[src/hw/sid_pkg.sv]
// Constants, field layout and phase type for the sync input delay and identification block.
// Assumes a single 250 MHz system clock and byte-wide 4:2:2 pixel data at one sample per clock.
//
// Operation
// (RL1) The horizontal sync strobe is delayed by 0 to 7 system clocks, as set by the horizontal delay field.
// (RL2) The vertical sync strobe is delayed by 0 to 7 system clocks, as set by the vertical delay field.
// (RL3) With the chroma swap bit set, the blue- and red-difference slots are exchanged, otherwise order is kept.
// (RL4) After reset every field of the input timing control register reads zero.
// (RL5) The low six bits of the read-only identification register hold a fixed part code that writes cannot change.
// (RL6) The top two bits of the identification register hold a read-only revision code.
// (RL7) The revision code changes only for silicon changes that need different host software.
// (RL8) Delayed sync strobes drive line and field timing only while separate strobes, not embedded codes, are selected.
// (RL9) The host writes zero to the reserved top control bit and does not rely on its read value.
// (RL10) A new delay or swap setting takes effect on the first clock after its write, disturbing nothing else.
`default_nettype none

package sid_pkg;

	// ****************************************
	// Register map
	// ****************************************
	localparam logic [7:0] SID_ADDR_CTRL = 8'h04;
	localparam logic [7:0] SID_ADDR_ID = 8'h05;
	localparam logic [7:0] SID_CTRL_RESET = 8'h00;
	localparam logic [7:0] SID_READ_UNMAPPED = 8'h00;

	// ****************************************
	// Field layout
	// ****************************************
	localparam int SID_DELAY_W = 3;
	localparam int SID_HDLY_LSB = 0;
	localparam int SID_VDLY_LSB = 3;
	localparam int SID_SWAP_BIT = 6;
	localparam int SID_PART_W = 6;
	localparam int SID_REV_W = 2;
	localparam int SID_MAX_DELAY = 7;

	// Sample slot of the multiplexed 4:2:2 stream
	typedef enum logic [1:0] {
		SID_PH_CB,
		SID_PH_Y0,
		SID_PH_CR,
		SID_PH_Y1
	} sid_phase_t;

endpackage

`default_nettype wire

[src/hw/sid_strobe_if.sv]
// Carrier between the top module and one sync delay line.
// Assumes both ends run on the same system clock.
`default_nettype none

interface sid_strobe_if;
	import sid_pkg::*;
	logic strobeIn;
	logic [SID_DELAY_W-1:0] delaySel;
	logic strobeTap;

	modport feed (output strobeIn, output delaySel, input strobeTap);
	modport line (input strobeIn, input delaySel, output strobeTap);
endinterface

`default_nettype wire

[src/hw/sid_delay_line.sv]
// Programmable delay line for one sync strobe, tap chosen from 0 to DEPTH clocks.
// Assumes the strobe input is already synchronous to clk.
`default_nettype none

module sid_delay_line
	import sid_pkg::*;
#(
	parameter int DEPTH = SID_MAX_DELAY
) (
	input wire logic clk,
	input wire logic rst_b,
	sid_strobe_if.line link
);

	logic [DEPTH-1:0] hist_reg;
	logic [DEPTH-1:0] hist_next;

	// ****************************************
	// History shift and tap select
	// ****************************************
	// Tap is combinational so a delay of zero costs nothing here; the top registers it
	always_comb begin
		hist_next = {hist_reg[DEPTH-2:0], link.strobeIn};
		if (link.delaySel == '0) begin
			link.strobeTap = link.strobeIn;
		end else begin
			link.strobeTap = hist_reg[link.delaySel - 1'b1]; // RL1 RL2
		end
	end

	// History registers
	always_ff @(posedge clk or negedge rst_b) begin
		if (!rst_b) begin
			hist_reg <= '0;
		end else begin
			hist_reg <= hist_next;
		end
	end

endmodule

`default_nettype wire

[src/hw/sid_sync_input.sv]
// Input stage control: sync delay, chroma slot swap and identification register.
// Assumes a host-side register port (sub address, write strobe, data) and synchronous sync and pixel inputs.
`default_nettype none

module sid_sync_input
	import sid_pkg::*;
#(
	parameter logic [SID_PART_W-1:0] PART_CODE = 6'h2A, // Arbitrary value
	parameter logic [SID_REV_W-1:0] REV_CODE = 2'h1 // Arbitrary value
) (
	input wire logic clk,
	input wire logic rst_b,
	input wire logic [7:0] regAddr,
	input wire logic regWrite,
	input wire logic [7:0] regWdata,
	output logic [7:0] regRdata,
	input wire logic hsyncIn,
	input wire logic vsyncIn,
	input wire logic embeddedSyncSelect,
	input wire logic [7:0] pixIn,
	output logic [7:0] pixOut,
	output logic lineStrobe,
	output logic fieldStrobe
);

	logic [7:0] ctrl_reg, ctrl_next;
	logic [7:0] rdata_reg, rdata_next;
	logic line_reg, line_next, field_reg, field_next;
	logic hTap_reg, hTap_next;
	sid_phase_t phase_reg, phase_next, phD1_reg, phD1_next, phD2_reg, phD2_next;
	logic [7:0] pixD1_reg, pixD1_next, pixD2_reg, pixD2_next;
	logic [7:0] pixD3_reg, pixD3_next, pixD4_reg, pixD4_next;
	logic [7:0] pix_reg, pix_next;
	logic hEdge, swapOn;

	sid_strobe_if hLink();
	sid_strobe_if vLink();

	// ****************************************
	// Sync delay lines
	// ****************************************
	assign hLink.strobeIn = hsyncIn;
	assign hLink.delaySel = ctrl_reg[SID_HDLY_LSB +: SID_DELAY_W]; // RL1 RL10
	assign vLink.strobeIn = vsyncIn;
	assign vLink.delaySel = ctrl_reg[SID_VDLY_LSB +: SID_DELAY_W]; // RL2 RL10

	sid_delay_line #(.DEPTH(SID_MAX_DELAY)) uHDelay (.clk(clk), .rst_b(rst_b), .link(hLink.line));
	sid_delay_line #(.DEPTH(SID_MAX_DELAY)) uVDelay (.clk(clk), .rst_b(rst_b), .link(vLink.line));

	// ****************************************
	// Register port
	// ****************************************
	// Read data is registered, so it follows the address by one clock
	always_comb begin
		ctrl_next = ctrl_reg;
		if (regWrite && regAddr == SID_ADDR_CTRL) begin
			ctrl_next = regWdata; // RL10
		end
		// Writes to the identification address fall through untouched
		case (regAddr)
			SID_ADDR_CTRL: rdata_next = ctrl_reg;
			SID_ADDR_ID: rdata_next = {REV_CODE, PART_CODE}; // RL5 RL6 RL7
			default: rdata_next = SID_READ_UNMAPPED;
		endcase
	end

	// Control and read-back registers
	always_ff @(posedge clk or negedge rst_b) begin
		if (!rst_b) begin
			ctrl_reg <= SID_CTRL_RESET; // RL4
			rdata_reg <= SID_READ_UNMAPPED;
		end else begin
			ctrl_reg <= ctrl_next;
			rdata_reg <= rdata_next;
		end
	end

	// ****************************************
	// Timing strobes
	// ****************************************
	// Embedded timing codes own the timing, so separate strobes are masked then
	always_comb begin
		line_next = hLink.strobeTap && !embeddedSyncSelect; // RL8
		field_next = vLink.strobeTap && !embeddedSyncSelect; // RL8
		hTap_next = hLink.strobeTap;
	end

	always_ff @(posedge clk or negedge rst_b) begin
		if (!rst_b) begin
			line_reg <= 1'b0;
			field_reg <= 1'b0;
			hTap_reg <= 1'b0;
		end else begin
			line_reg <= line_next;
			field_reg <= field_next;
			hTap_reg <= hTap_next;
		end
	end

	// ****************************************
	// Chroma slot swap
	// ****************************************
	// Fixed three-clock latency, with the slot chosen two samples back, lets Cr be pulled forward and Cb held back
	assign hEdge = hLink.strobeTap && !hTap_reg;
	assign swapOn = ctrl_reg[SID_SWAP_BIT];

	always_comb begin
		// Leading edge of the delayed strobe marks a Cb sample
		if (hEdge) begin
			phase_next = SID_PH_Y0;
			phD1_next = SID_PH_CB;
		end else begin
			phase_next = sid_phase_t'(phase_reg + 2'h1);
			phD1_next = phase_reg;
		end
		phD2_next = phD1_reg;
		pixD1_next = pixIn;
		pixD2_next = pixD1_reg;
		pixD3_next = pixD2_reg;
		pixD4_next = pixD3_reg;
		pix_next = pixD2_reg;
		if (swapOn) begin
			// Cr of the same group is still at the input; its Cb sits two stages deeper
			case (phD2_reg)
				SID_PH_CB: pix_next = pixIn; // RL3
				SID_PH_CR: pix_next = pixD4_reg; // RL3
				default: pix_next = pixD2_reg;
			endcase
		end
	end

	always_ff @(posedge clk or negedge rst_b) begin
		if (!rst_b) begin
			phase_reg <= SID_PH_CB;
			phD1_reg <= SID_PH_CB;
			phD2_reg <= SID_PH_CB;
			pixD1_reg <= '0;
			pixD2_reg <= '0;
			pixD3_reg <= '0;
			pixD4_reg <= '0;
			pix_reg <= '0;
		end else begin
			phase_reg <= phase_next;
			phD1_reg <= phD1_next;
			phD2_reg <= phD2_next;
			pixD1_reg <= pixD1_next;
			pixD2_reg <= pixD2_next;
			pixD3_reg <= pixD3_next;
			pixD4_reg <= pixD4_next;
			pix_reg <= pix_next;
		end
	end

	assign regRdata = rdata_reg;
	assign pixOut = pix_reg;
	assign lineStrobe = line_reg;
	assign fieldStrobe = field_reg;

	// ****************************************
	// Checks
	// ****************************************
	// Independent history used only to check the delay lines
	// Clocks since reset release, saturating at the warm mark
	// Pixel checks look up to five clocks back, so a sample taken just before
	// a mid-run reset must never be held against the flushed pipeline
	localparam logic [2:0] CHK_WARM = 3'h7;
	logic [SID_MAX_DELAY-1:0] chkH_reg, chkV_reg;
	logic [2:0] runCnt_reg;
	logic chkWarm;
	logic expH, expV;
	always_ff @(posedge clk or negedge rst_b) begin
		if (!rst_b) begin
			chkH_reg <= '0;
			chkV_reg <= '0;
			runCnt_reg <= 3'h0;
		end else begin
			chkH_reg <= {chkH_reg[SID_MAX_DELAY-2:0], hsyncIn};
			chkV_reg <= {chkV_reg[SID_MAX_DELAY-2:0], vsyncIn};
			if (runCnt_reg != CHK_WARM) begin
				runCnt_reg <= runCnt_reg + 3'h1;
			end
		end
	end
	// Expected taps and the warm flag
	always_comb begin
		expH = (hLink.delaySel == '0) ? hsyncIn : chkH_reg[hLink.delaySel - 1'b1];
		expV = (vLink.delaySel == '0) ? vsyncIn : chkV_reg[vLink.delaySel - 1'b1];
		chkWarm = (runCnt_reg == CHK_WARM);
	end
endmodule

`default_nettype wire

[config.mk]
export PLATFORM = sky130hd
export DESIGN_NAME = sid_sync_input
export DESIGN_NICKNAME = d
export VERILOG_FILES = /design/src/hw/sid_pkg.sv /design/src/hw/sid_strobe_if.sv /design/src/hw/sid_delay_line.sv /design/src/hw/sid_sync_input.sv
export SDC_FILE = /design/constraint.sdc
export NUM_CORES = 1
export LEC_CHECK = 0
export BUFFER_PORTS_ARGS = -buffer_cell sky130_fd_sc_hd__buf_2
export CELL_PAD_IN_SITES_DETAIL_PLACEMENT = 0
export CELL_PAD_IN_SITES_GLOBAL_PLACEMENT = 1
export CORE_ASPECT_RATIO = 0.7
export CORE_UTILIZATION = 47
export CTS_BUF_LIST = sky130_fd_sc_hd__clkbuf_4
export DETAILED_ROUTE_END_ITERATION = 8
export PLACE_DENSITY = 0.92
export SKIP_LAST_GASP = 1
export SYNTH_ARGS = -nofsm -noshare
export SYNTH_HDL_FRONTEND = slang
export SYNTH_SLANG_ARGS = --single-unit
[constraint.sdc]
create_clock -name clk -period 2.25 [get_ports clk]
set_clock_uncertainty 0.15 [all_clocks]
set_input_delay 0.1125 -clock clk [delete_from_list [all_inputs] [get_ports clk]]
set_output_delay 0.1125 -clock clk [all_outputs]
set_load 0.005 [all_outputs]
==> results of run 1 <==
[worst register-to-register path: stages (launching register included)]
cell and delay [ns]:
dfrtp_1 0.44, inv_1 0.11, ha_1 0.35, mux2_2 0.23
a21oi_1 0.08, o311a_1 0.39, o31a_1 0.27
[worst max path at each step]
stage / startpoint / depth (start not counted) / end
global placement: ctrl_reg[0]$_DFFE_PN0P_ / 6 / phD1_reg[0]$_DFF_PN0_
finish: ctrl_reg[0]$_DFFE_PN0P_ / 6 / phD1_reg[1]$_DFF_PN0_
floorplan: ctrl_reg[0]$_DFFE_PN0P_ / 6 / phD1_reg[0]$_DFF_PN0_
global route: ctrl_reg[0]$_DFFE_PN0P_ / 6 / phD1_reg[1]$_DFF_PN0_
CTS: ctrl_reg[0]$_DFFE_PN0P_ / 6 / phD1_reg[1]$_DFF_PN0_
detailed placement: ctrl_reg[0]$_DFFE_PN0P_ / 6 / phD1_reg[1]$_DFF_PN0_
[metrics by stage]
stage / hold slack, ns / worst slack, ns / std cells / utilization, % / total power, uW
floorplan: -0.333 / 0.323 / 170 / - / 1740
global placement: -0.0536 / 0.254 / 288 / 56.1 / 1840
detailed placement: -0.0472 / 0.176 / 288 / 56.1 / 1850
CTS: 0.00803 / 0.142 / 336 / 64.9 / 2740
global route: 0.0275 / 0.0229 / 336 / 64.9 / 2850
finish: 0.0229 / 0.129 / 336 / 64.9 / 2710
[cell usage in the layout (no fill, tap or decap), drive strengths merged]
cell type    synthesis  routed
and2                 2       2
mux4                 2       2
and3b                1       1
a211oi               1       1
o211a                1       1
nor3                 2       2
nand2               20      20
inv                  7      10
clkinv               0       1
nor2                 4       4
or4b                 1       1
or3                  1       1
o31a                 3       3
xor2                 1       1
clkinvlp             0       2
dfrtp               79      79
dlygate4sd3          0      32
clkbuf               2       9
a311oi               1       1
mux2                 9       9
nor3b                1       1
o311a                1       1
mux2i                9       9
nand2b               1       1
a21oi                4       4
ha                   4       4
o21ai                9       9
bufinv               0       1
nor4                 2       2
o31ai                2       2
buf                  0      48
[power by group through the flow]
stage | clock (uW) | combinational [uW] | sequential, uW
5_1_grt | 938 | 300 | 1610
4_1_cts | 879 | 269 | 1600
2_1_floorplan | 0 | 157 | 1580
3_3_place_gp | 0 | 218 | 1620
6_report | 848 | 268 | 1600
3_5_place_dp | 0 | 230 | 1620
[routing by layer]
layer	vias to the layer above	track usage (%)	part of all wire [%]
met1	783	24.4	46
met3	8	5.75	3.8
li1	769	-	-
met5	-	0	0
met4	0	8.33	1.8
met2	37	28.9	48
[logic make-up after synthesis]
family / Yosys count
compound gates: 22
xor+xnor: 1
fa+ha+maj: 4
buf+inv: 9
flops: 79
mux: 20
simple gates: 35
[area by class of cell]
type / instances / area, sq um
Fill cell: 384 / 1870
Clock buffer: 9 / 67.6
Multi-Input combinational cell: 82 / 627
Tap cell: 72 / 90.1
Inverter: 7 / 26.3
Sequential cell: 79 / 1980
Clock inverter: 7 / 80.1
Timing Repair Buffer: 80 / 578
==> results_dict.tcl, run 1 <==
set metrics [dict create \
    status "finished, final reports clean" \
    place.gp.congestion 0.781 \
    clk_transition_reported_paths_ns 0.13 \
    slowest_stage "dfrtp_1" \
    clk_latency_ns 0.42 \
    first_pass_iters 4 \
    grt_pass1_vias 1575 \
    critPathKind "reg -> reg" \
    dp_hpwl_um 3040 \
    worstPathRequired_ns 2.41 \
    die_area_sq_um 5920 \
    cp_cell_sequence "inv_1 -> ha_1 -> mux2_2 -> a21oi_1 -> o311a_1 -> o31a_1" \
    die_x_um 91.5 \
    switchingPower_uw 686 \
    setup_violations 0 \
    ctsLongestPathBuffers 2 \
    internal-power_uw 2030 \
    synth_top_family_by_area "multiplexers" \
    max_stage_delay_ns 0.44 \
    syn_area_sq_um 2640 \
    ys_async_sr_fraction_pct 100 \
    final.period_utilization_pct 94.3 \
    synth.top_cell.area_share_pct 75.0 \
    vias 1597 \
    grt-ovfl-total 0 \
    post_cts_buffers 0 \
    placed_cell_area_sq_um 2980 \
    grt_antenna_before_repair 0 \
    synth_fa_ha_area_share_pct 1.90 \
    synth_compound_area_share_pct 5.41 \
    synth.most_common_cell "dfrtp_1" \
    drive_gt1_share_pct 30.3 \
    hold_viol 0 \
    synth_common_cells "dfrtp_1 (79), nand2_1 (19), mux2_2 (9), mux2i_1 (9), o21ai_0 (9)" \
    critPathBufInv 1 \
    synth-seq-cells 79 \
    leakagePower_uw 0.00172 \
    layout.nets 293 \
    slew_viol_final 0 \
    fmax_mhz 472 \
    drv_cap 0 \
    grt_max_degree 43 \
    slew_headroom_pct 64.4 \
    holdBufCountCts 32 \
    rsz0062_at_grt "no" \
    hold_class "in -> async" \
    final.setup.tns_ns 0 \
    cts_tree "done" \
    switching_share_pct 25.3 \
    wl_per_cell_um 14.3 \
    yosysWarningCount 0 \
    powerDensity_nw_per_um2 787 \
    drt-initial-drc-count 88 \
    fin_area_sq_um 3450 \
    path_max_fanout 6 \
    p_seq_share_pct 58.9 \
    antenna_cells 0 \
    ys_types 28 \
    ant_nets 0 \
    crit_family "compound AO/OA/AOI/OAI gates" \
    row_count 22 \
    synth_nets 204 \
    worst_pin_slew_ns 0.534 \
    cp-end-kind "flop" \
    regToRegSetupSlack_ns 0.13 \
    synth_edf_count 0 \
    gr-usage-all-layers_pct 18.6 \
    r2r-start "ctrl_reg[0]$_DFFE_PN0P_" \
    drt_wl_total_um 4820 \
    synth_cells 170 \
    route.detailed.drc 0 \
    combPwrFrac_pct 9.9 \
    crit_arrival_ns 2.28 \
    synthMuxAreaShare_pct 8.97 \
    fp.coreArea_sq_um 5310 \
    r2r_cells 6 \
    port-buffer-count 47 \
    yosys.area_share.simple_pct 7.16 \
    ios 48 \
    initial_core_util_pct 49.6 \
    period_needed_ns 2.12 \
    clkPwrFrac_pct 31.3 \
    cts_root_buffer "clkbuf_4" \
    cts-htree-levels 3 \
    synth-xor-area-share_pct 0.332 \
    yosysTopAreaCell "dfrtp_1" \
    syn_avg_cell_area_sq_um 15.5 \
    ys_seq_area_share_pct 75.0 \
    cts.sinks 79 \
    worstSetupStartpointType "flop" \
    ys.flop_type "dfrtp_1" \
    vdd_ir_drop_max_v 0.000408 \
    worstReg2RegEnd "phD1_reg[1]$_DFF_PN0_" \
    cts_resized 0 \
    synthTopCellsByArea "dfrtp_1 (75%), mux2_2 (3.8%), mux2i_1 (3.4%), nand2_1 (2.7%), ha_1 (1.9%)" \
    fp.dieH_um 64.7 \
    cts_buffers 9 \
    grt_pass1_wl_um 7930 \
    area_growth_pct 30.6 \
    via_per_inst 4.75 \
]
Power figures use the tool's default switching activity.
==> inputs of run 2 (changes only) <==
--- a/config.mk
+++ b/config.mk
@@ -6,9 +6,9 @@
 export NUM_CORES = 1
 export LEC_CHECK = 0
 export BUFFER_PORTS_ARGS = -buffer_cell sky130_fd_sc_hd__buf_2
+export CAP_MARGIN = 5
 export CELL_PAD_IN_SITES_DETAIL_PLACEMENT = 0
 export CELL_PAD_IN_SITES_GLOBAL_PLACEMENT = 1
-export CORE_ASPECT_RATIO = 0.7
 export CORE_UTILIZATION = 47
 export CTS_BUF_LIST = sky130_fd_sc_hd__clkbuf_4
 export DETAILED_ROUTE_END_ITERATION = 8
==> run 2 against run 1 <==
  * Utilization is 0.28 points lower
  * Critical endpoint is now phD1_reg[0]$_DFF_PN0_
  * First-iteration DRC count up 16%
  * Setup slack improved by 0.034 ns
  * Die area barely moved
  * Cell area decreased by 1.2%
  * Non-clock buffer count unchanged
  * Critical path depth unchanged
  * Via count about the same
  * Combinational power fell by 3%
  * Clock power shrank 10%
  * Global-route usage down 0.81 points
==> results_dict.tcl, run 2 (same netlist as run 1, synthesis figures left out) <==
set metrics [dict create \
    n_fill_cell 423 \
    cts_root_buffer "clkbuf_4" \
    fin_cells 333 \
    placed_cell_area_sq_um 2960 \
    worstSetupStartpointType "flop" \
    post_cts_buffers 0 \
    critPathKind "reg -> reg" \
    switching_share_pct 23.7 \
    drt_wl_total_um 4570 \
    grt_pass1_vias 1662 \
    final_cell_mix "dfrtp_1 (79), buf_2 (46), dlygate4sd3_1 (32)" \
    regArea_sq_um 1980 \
    ctsLongestPathBuffers 2 \
    r2r_cells 6 \
    layout_commonest_cell "dfrtp_1" \
    initial_core_util_pct 50.0 \
    dp.cells 286 \
    cts_tree "done" \
    antenna_cells 0 \
    setup_violations 0 \
    internal-power_uw 1990 \
    cts.sinks 79 \
    leakagePower_uw 0.00170 \
    grt_antenna_before_repair 0 \
    layout_setup_ws_ns 0.163 \
    clkPwrFrac_pct 29.1 \
    worstPathRequired_ns 2.40 \
    switchingPower_uw 620 \
    hold_viol 0 \
    powerDensity_nw_per_um2 768 \
    hold_class "in -> reg" \
    via_per_inst 4.79 \
    p_seq_share_pct 61.0 \
    port-buffer-count 47 \
    drt-initial-drc-count 102 \
    cts_buffers 9 \
    path_max_fanout 6 \
    cts-htree-levels 3 \
    wl_per_cell_um 13.7 \
    holdBufCountCts 32 \
    slew_headroom_pct 37.8 \
    drv_cap 0 \
    fmax_mhz 479 \
    clk_latency_ns 0.41 \
    drive_gt1_share_pct 29.3 \
    gr-usage-all-layers_pct 17.8 \
    layout.nets 293 \
    die_area_sq_um 5920 \
    cp-end-kind "flop" \
    final.period_utilization_pct 92.8 \
    status "finished, final reports clean" \
    slew_viol_final 0 \
    die_x_um 76.9 \
    ios 48 \
    area_growth_pct 29.0 \
    fin_area_sq_um 3400 \
    dp_hpwl_um 2860 \
    grt_pass1_wl_um 7810 \
    fp.dieH_um 76.9 \
    worst_pin_slew_ns 0.933 \
    dp_slack_ns 0.181 \
    hold_depth 5 \
    clk_transition_reported_paths_ns 0.11 \
    multi_input_area_sq_um 627 \
    cts_resized 0 \
    ant_nets 0 \
    grt_max_degree 80 \
    row_count 26 \
    period_needed_ns 2.09 \
    crit_arrival_ns 2.24 \
    first_pass_iters 6 \
    fp.coreArea_sq_um 5270 \
    place.gp.congestion 0.807 \
    grt-ovfl-total 0 \
    rsz0062_at_grt "no" \
    final.setup.tns_ns 0 \
    combPwrFrac_pct 9.9 \
    vias 1596 \
    route.detailed.drc 0 \
    vdd_ir_drop_max_v 0.000427 \
]
run 2: cell count changes in the layout (fill, tap and decap cells not counted), sizes merged:
cell	previous run	this run
clkinvlp	2	0
clkinv	1	5
inv	10	7
run 2: power groups by stage:
stage	Combinational, uW	Sequential (uW)	Clock (uW)
after floorplan	157	1580	0
after global placement	215	1620	0
after detailed placement	222	1620	0
after CTS	261	1600	790
after global routing	292	1610	853
final	259	1590	761
run 2: through the flow:
step	total power (uW)	util (%)	hold slack (ns)
final	2610	64.6	0.0525
after global routing	2750	64.6	0.0424
after CTS	2650	64.6	0.0141
after detailed placement	1850	56.2	0.0875
after global placement	1830	56.2	0.0869
after floorplan	1740	-	-0.333
run 2: final timing paths:
kind | startpoint | to | slack [ns]
max | ctrl_reg[0]$_DFFE_PN0P_ | phD1_reg[0]$_DFF_PN0_ | 0.16
min | regAddr[4] | regRdata[1]$_DFF_PN0_ | 0.05
max reg2reg | ctrl_reg[0]$_DFFE_PN0P_ | phD1_reg[0]$_DFF_PN0_ | 0.16
min reg2reg | pixD1_reg[4]$_DFF_PN0_ | pixD2_reg[4]$_DFF_PN0_ | 0.20
max in group asynchronous | rst_b | pixD2_reg[0]$_DFF_PN0_ | 1.11
min in group asynchronous | rst_b | pixD3_reg[6]$_DFF_PN0_ | 0.22
run 2: area by class of cell:
type / count / area share (%)
clock buffer: 9 / 1.99
clock inverter: 6 / 1.54
inverter: 7 / 0.772
multi-input combinational: 82 / 18.4
sequential: 79 / 58.1
tap: 70 / 2.57
timing repair buffer: 80 / 16.6
run 2: layer usage:
layer  vias to the layer above  track usage [%]  share of wire [%]
li1                        760                -                  -
met1                       779             21.6                 45
met2                        53             27.9                 48
met4                         0             5.77               0.81
met5                         -                0                  0
met3                         4             8.69                6.4
run 2: worst max-delay path, cell delays in order, from the launching register on:
cell     delay, ns
dfrtp_1       0.44
inv_1         0.10
ha_1          0.34
mux2_2        0.24
a21oi_1       0.08
o311a_1       0.38
o31a_1        0.27
==> inputs of run 3 (changes only) <==
--- a/config.mk
+++ b/config.mk
@@ -9,6 +9,7 @@
 export CAP_MARGIN = 5
 export CELL_PAD_IN_SITES_DETAIL_PLACEMENT = 0
 export CELL_PAD_IN_SITES_GLOBAL_PLACEMENT = 1
+export CORE_ASPECT_RATIO = 0.8
 export CORE_UTILIZATION = 47
 export CTS_BUF_LIST = sky130_fd_sc_hd__clkbuf_4
 export DETAILED_ROUTE_END_ITERATION = 8
==> run 3 against run 2 <==
  * Register-to-register slack about the same
  * Combinational power about the same
  * Die area barely moved
  * Via count decreased by 0.69%
  * Sequential power about the same
  * Non-clock buffer count is 1 higher
  * Wire length is 4.0% lower
  * Final cell count grew 3.0%
  * Power increased by 6.9%
  * Fmax is 0.36% higher
  * Critical path type unchanged
==> results_dict.tcl, run 3 (same netlist as run 1, synthesis figures left out) <==
set metrics [dict create \
    cts-htree-levels 3 \
    routedLengthMet1_um 2020 \
    layout.nets 294 \
    status "finished, final reports clean" \
    die_area_sq_um 5920 \
    holdWs_ns 0.0482 \
    grt_pass1_vias 1656 \
    final.period_utilization_pct 92.4 \
    ant_nets 0 \
    slowest_stage "o311a_1" \
    cts.sinks 79 \
    worstPathRequired_ns 2.40 \
    p_total_uw 2790 \
    drt-initial-drc-count 56 \
    fin_area_sq_um 3470 \
    hold_class "in -> reg" \
    grt_max_degree 80 \
    dr_wl_met3_um 274 \
    first_pass_iters 4 \
    port-buffer-count 47 \
    rsz0062_at_grt "no" \
    r2r-start "ctrl_reg[0]$_DFFE_PN0P_" \
    period_needed_ns 2.08 \
    cp-end-kind "flop" \
    max_stage_delay_ns 0.43 \
    row_count 24 \
    drive_gt1_share_pct 30.6 \
    drv_cap 0 \
    n_fill_cell 429 \
    initial_core_util_pct 48.5 \
    hold_depth 5 \
    area_growth_pct 31.5 \
    route.detailed.drc 0 \
    antenna_cells 0 \
    cts_root_buffer "clkbuf_4" \
    slew_viol_final 0 \
    vias 1585 \
    vdd_ir_drop_max_v 0.000503 \
    die_x_um 85.8 \
    path_max_fanout 6 \
    wl_per_cell_um 12.8 \
    cp_cell_sequence "inv_1 -> ha_1 -> mux2_2 -> a21oi_1 -> o311a_1 -> o31a_1" \
    drt_wl_total_um 4390 \
    powerDensity_nw_per_um2 805 \
    dp_hpwl_um 2850 \
    setup_violations 0 \
    placed_cell_area_sq_um 2970 \
    r2r_cells 6 \
    hold_path.startpoint "regAddr[4]" \
    final_cell_mix "dfrtp_1 (79), buf_2 (46), dlygate4sd3_1 (32)" \
    worstReg2RegEnd "phD1_reg[0]$_DFF_PN0_" \
    regToRegSetupSlack_ns 0.17 \
    clk_transition_reported_paths_ns 0.12 \
    gr-usage-all-layers_pct 17.6 \
    grt-ovfl-total 0 \
    hold_viol 0 \
    fp.coreArea_sq_um 5440 \
    hold_end "regRdata[6]$_DFF_PN0_" \
    cts_buffers 9 \
    ios 48 \
    met2_length_um 2050 \
    slew_headroom_pct 38.3 \
    fmax_mhz 481 \
    fp.dieH_um 69 \
    layout_commonest_cell "dfrtp_1" \
    via_per_inst 4.62 \
    ctsLongestPathBuffers 2 \
    crit_arrival_ns 2.23 \
    grt_antenna_before_repair 0 \
    clk_latency_ns 0.41 \
    top_layer "met4" \
    critPathKind "reg -> reg" \
    worst_pin_slew_ns 0.926 \
    fin_util_pct 63.8 \
    final.setup.tns_ns 0 \
    worstSetupStartpointType "flop" \
    cts_tree "done" \
    place.gp.congestion 0.741 \
    leakagePower_uw 0.00172 \
    grt_pass1_wl_um 7620 \
]
-- run 3: cell type report --
type / instances / area [sq um] / area share [%]
inverters: 7 / 26.3 / 0.758
well taps: 78 / 97.6 / 2.81
repair buffers: 81 / 573 / 16.5
multi-input cells: 82 / 627 / 18.1
clock inverters: 6 / 92.6 / 2.67
clock buffers: 10 / 75.1 / 2.16
flip-flops and latches: 79 / 1980 / 57.0
-- run 3: worst max-delay path by stage --
stage,start,end,slack (ns),cells past startpoint
floorplan,ctrl_reg[0]$_DFFE_PN0P_,phD1_reg[0]$_DFF_PN0_,0.32,6
global placement,ctrl_reg[0]$_DFFE_PN0P_,phD1_reg[1]$_DFF_PN0_,0.24,6
detailed placement,ctrl_reg[0]$_DFFE_PN0P_,phD1_reg[0]$_DFF_PN0_,0.16,6
CTS,ctrl_reg[0]$_DFFE_PN0P_,phD1_reg[0]$_DFF_PN0_,0.13,6
global route,ctrl_reg[0]$_DFFE_PN0P_,phase_reg[0]$_DFF_PN0_,0.07,6
finish,ctrl_reg[0]$_DFFE_PN0P_,phD1_reg[0]$_DFF_PN0_,0.17,6
-- run 3: per-stage QoR --
| stage | setup slack [ns] | instances |
|---|---|---|
| after floorplan | 0.323 | 170 |
| after global placement | 0.237 | 294 |
| after detailed placement | 0.162 | 294 |
| after CTS | 0.131 | 342 |
| after global routing | 0.0738 | 343 |
| final | 0.170 | 343 |
-- run 3: metal layers --
layer	vias up	track usage [%]
li1	762	-
met1	763	22.5
met2	54	26.6
met3	6	8.14
met4	0	6.11
met5	-	0
-- run 3: repair_timing --
action / CTS / global route
setup endpoints to repair: 0 / 3
gates resized for setup: 0 / 0
hold buffers: 32 / 0
endpoints found under the hold margin: 114 / 0
setup buffers: 0 / 1
-- run 3: power by group --
group          switching, uW  leakage (uW)  internal (uW)  total, uW
clock                    468     0.0000836            471        939
sequential              72.1      0.000962           1520       1590
combinational            109      0.000676            153        262
-- run 3: worst max-delay path: cells and delay by family (launching register included) --
kind                       cells  cell delay, ns
muxes                          1            0.24
AOI/OAI and AO/OA              3            0.77
buffers and inverters          1            0.08
adders and majority gates      1            0.35
DFF                            1            0.38
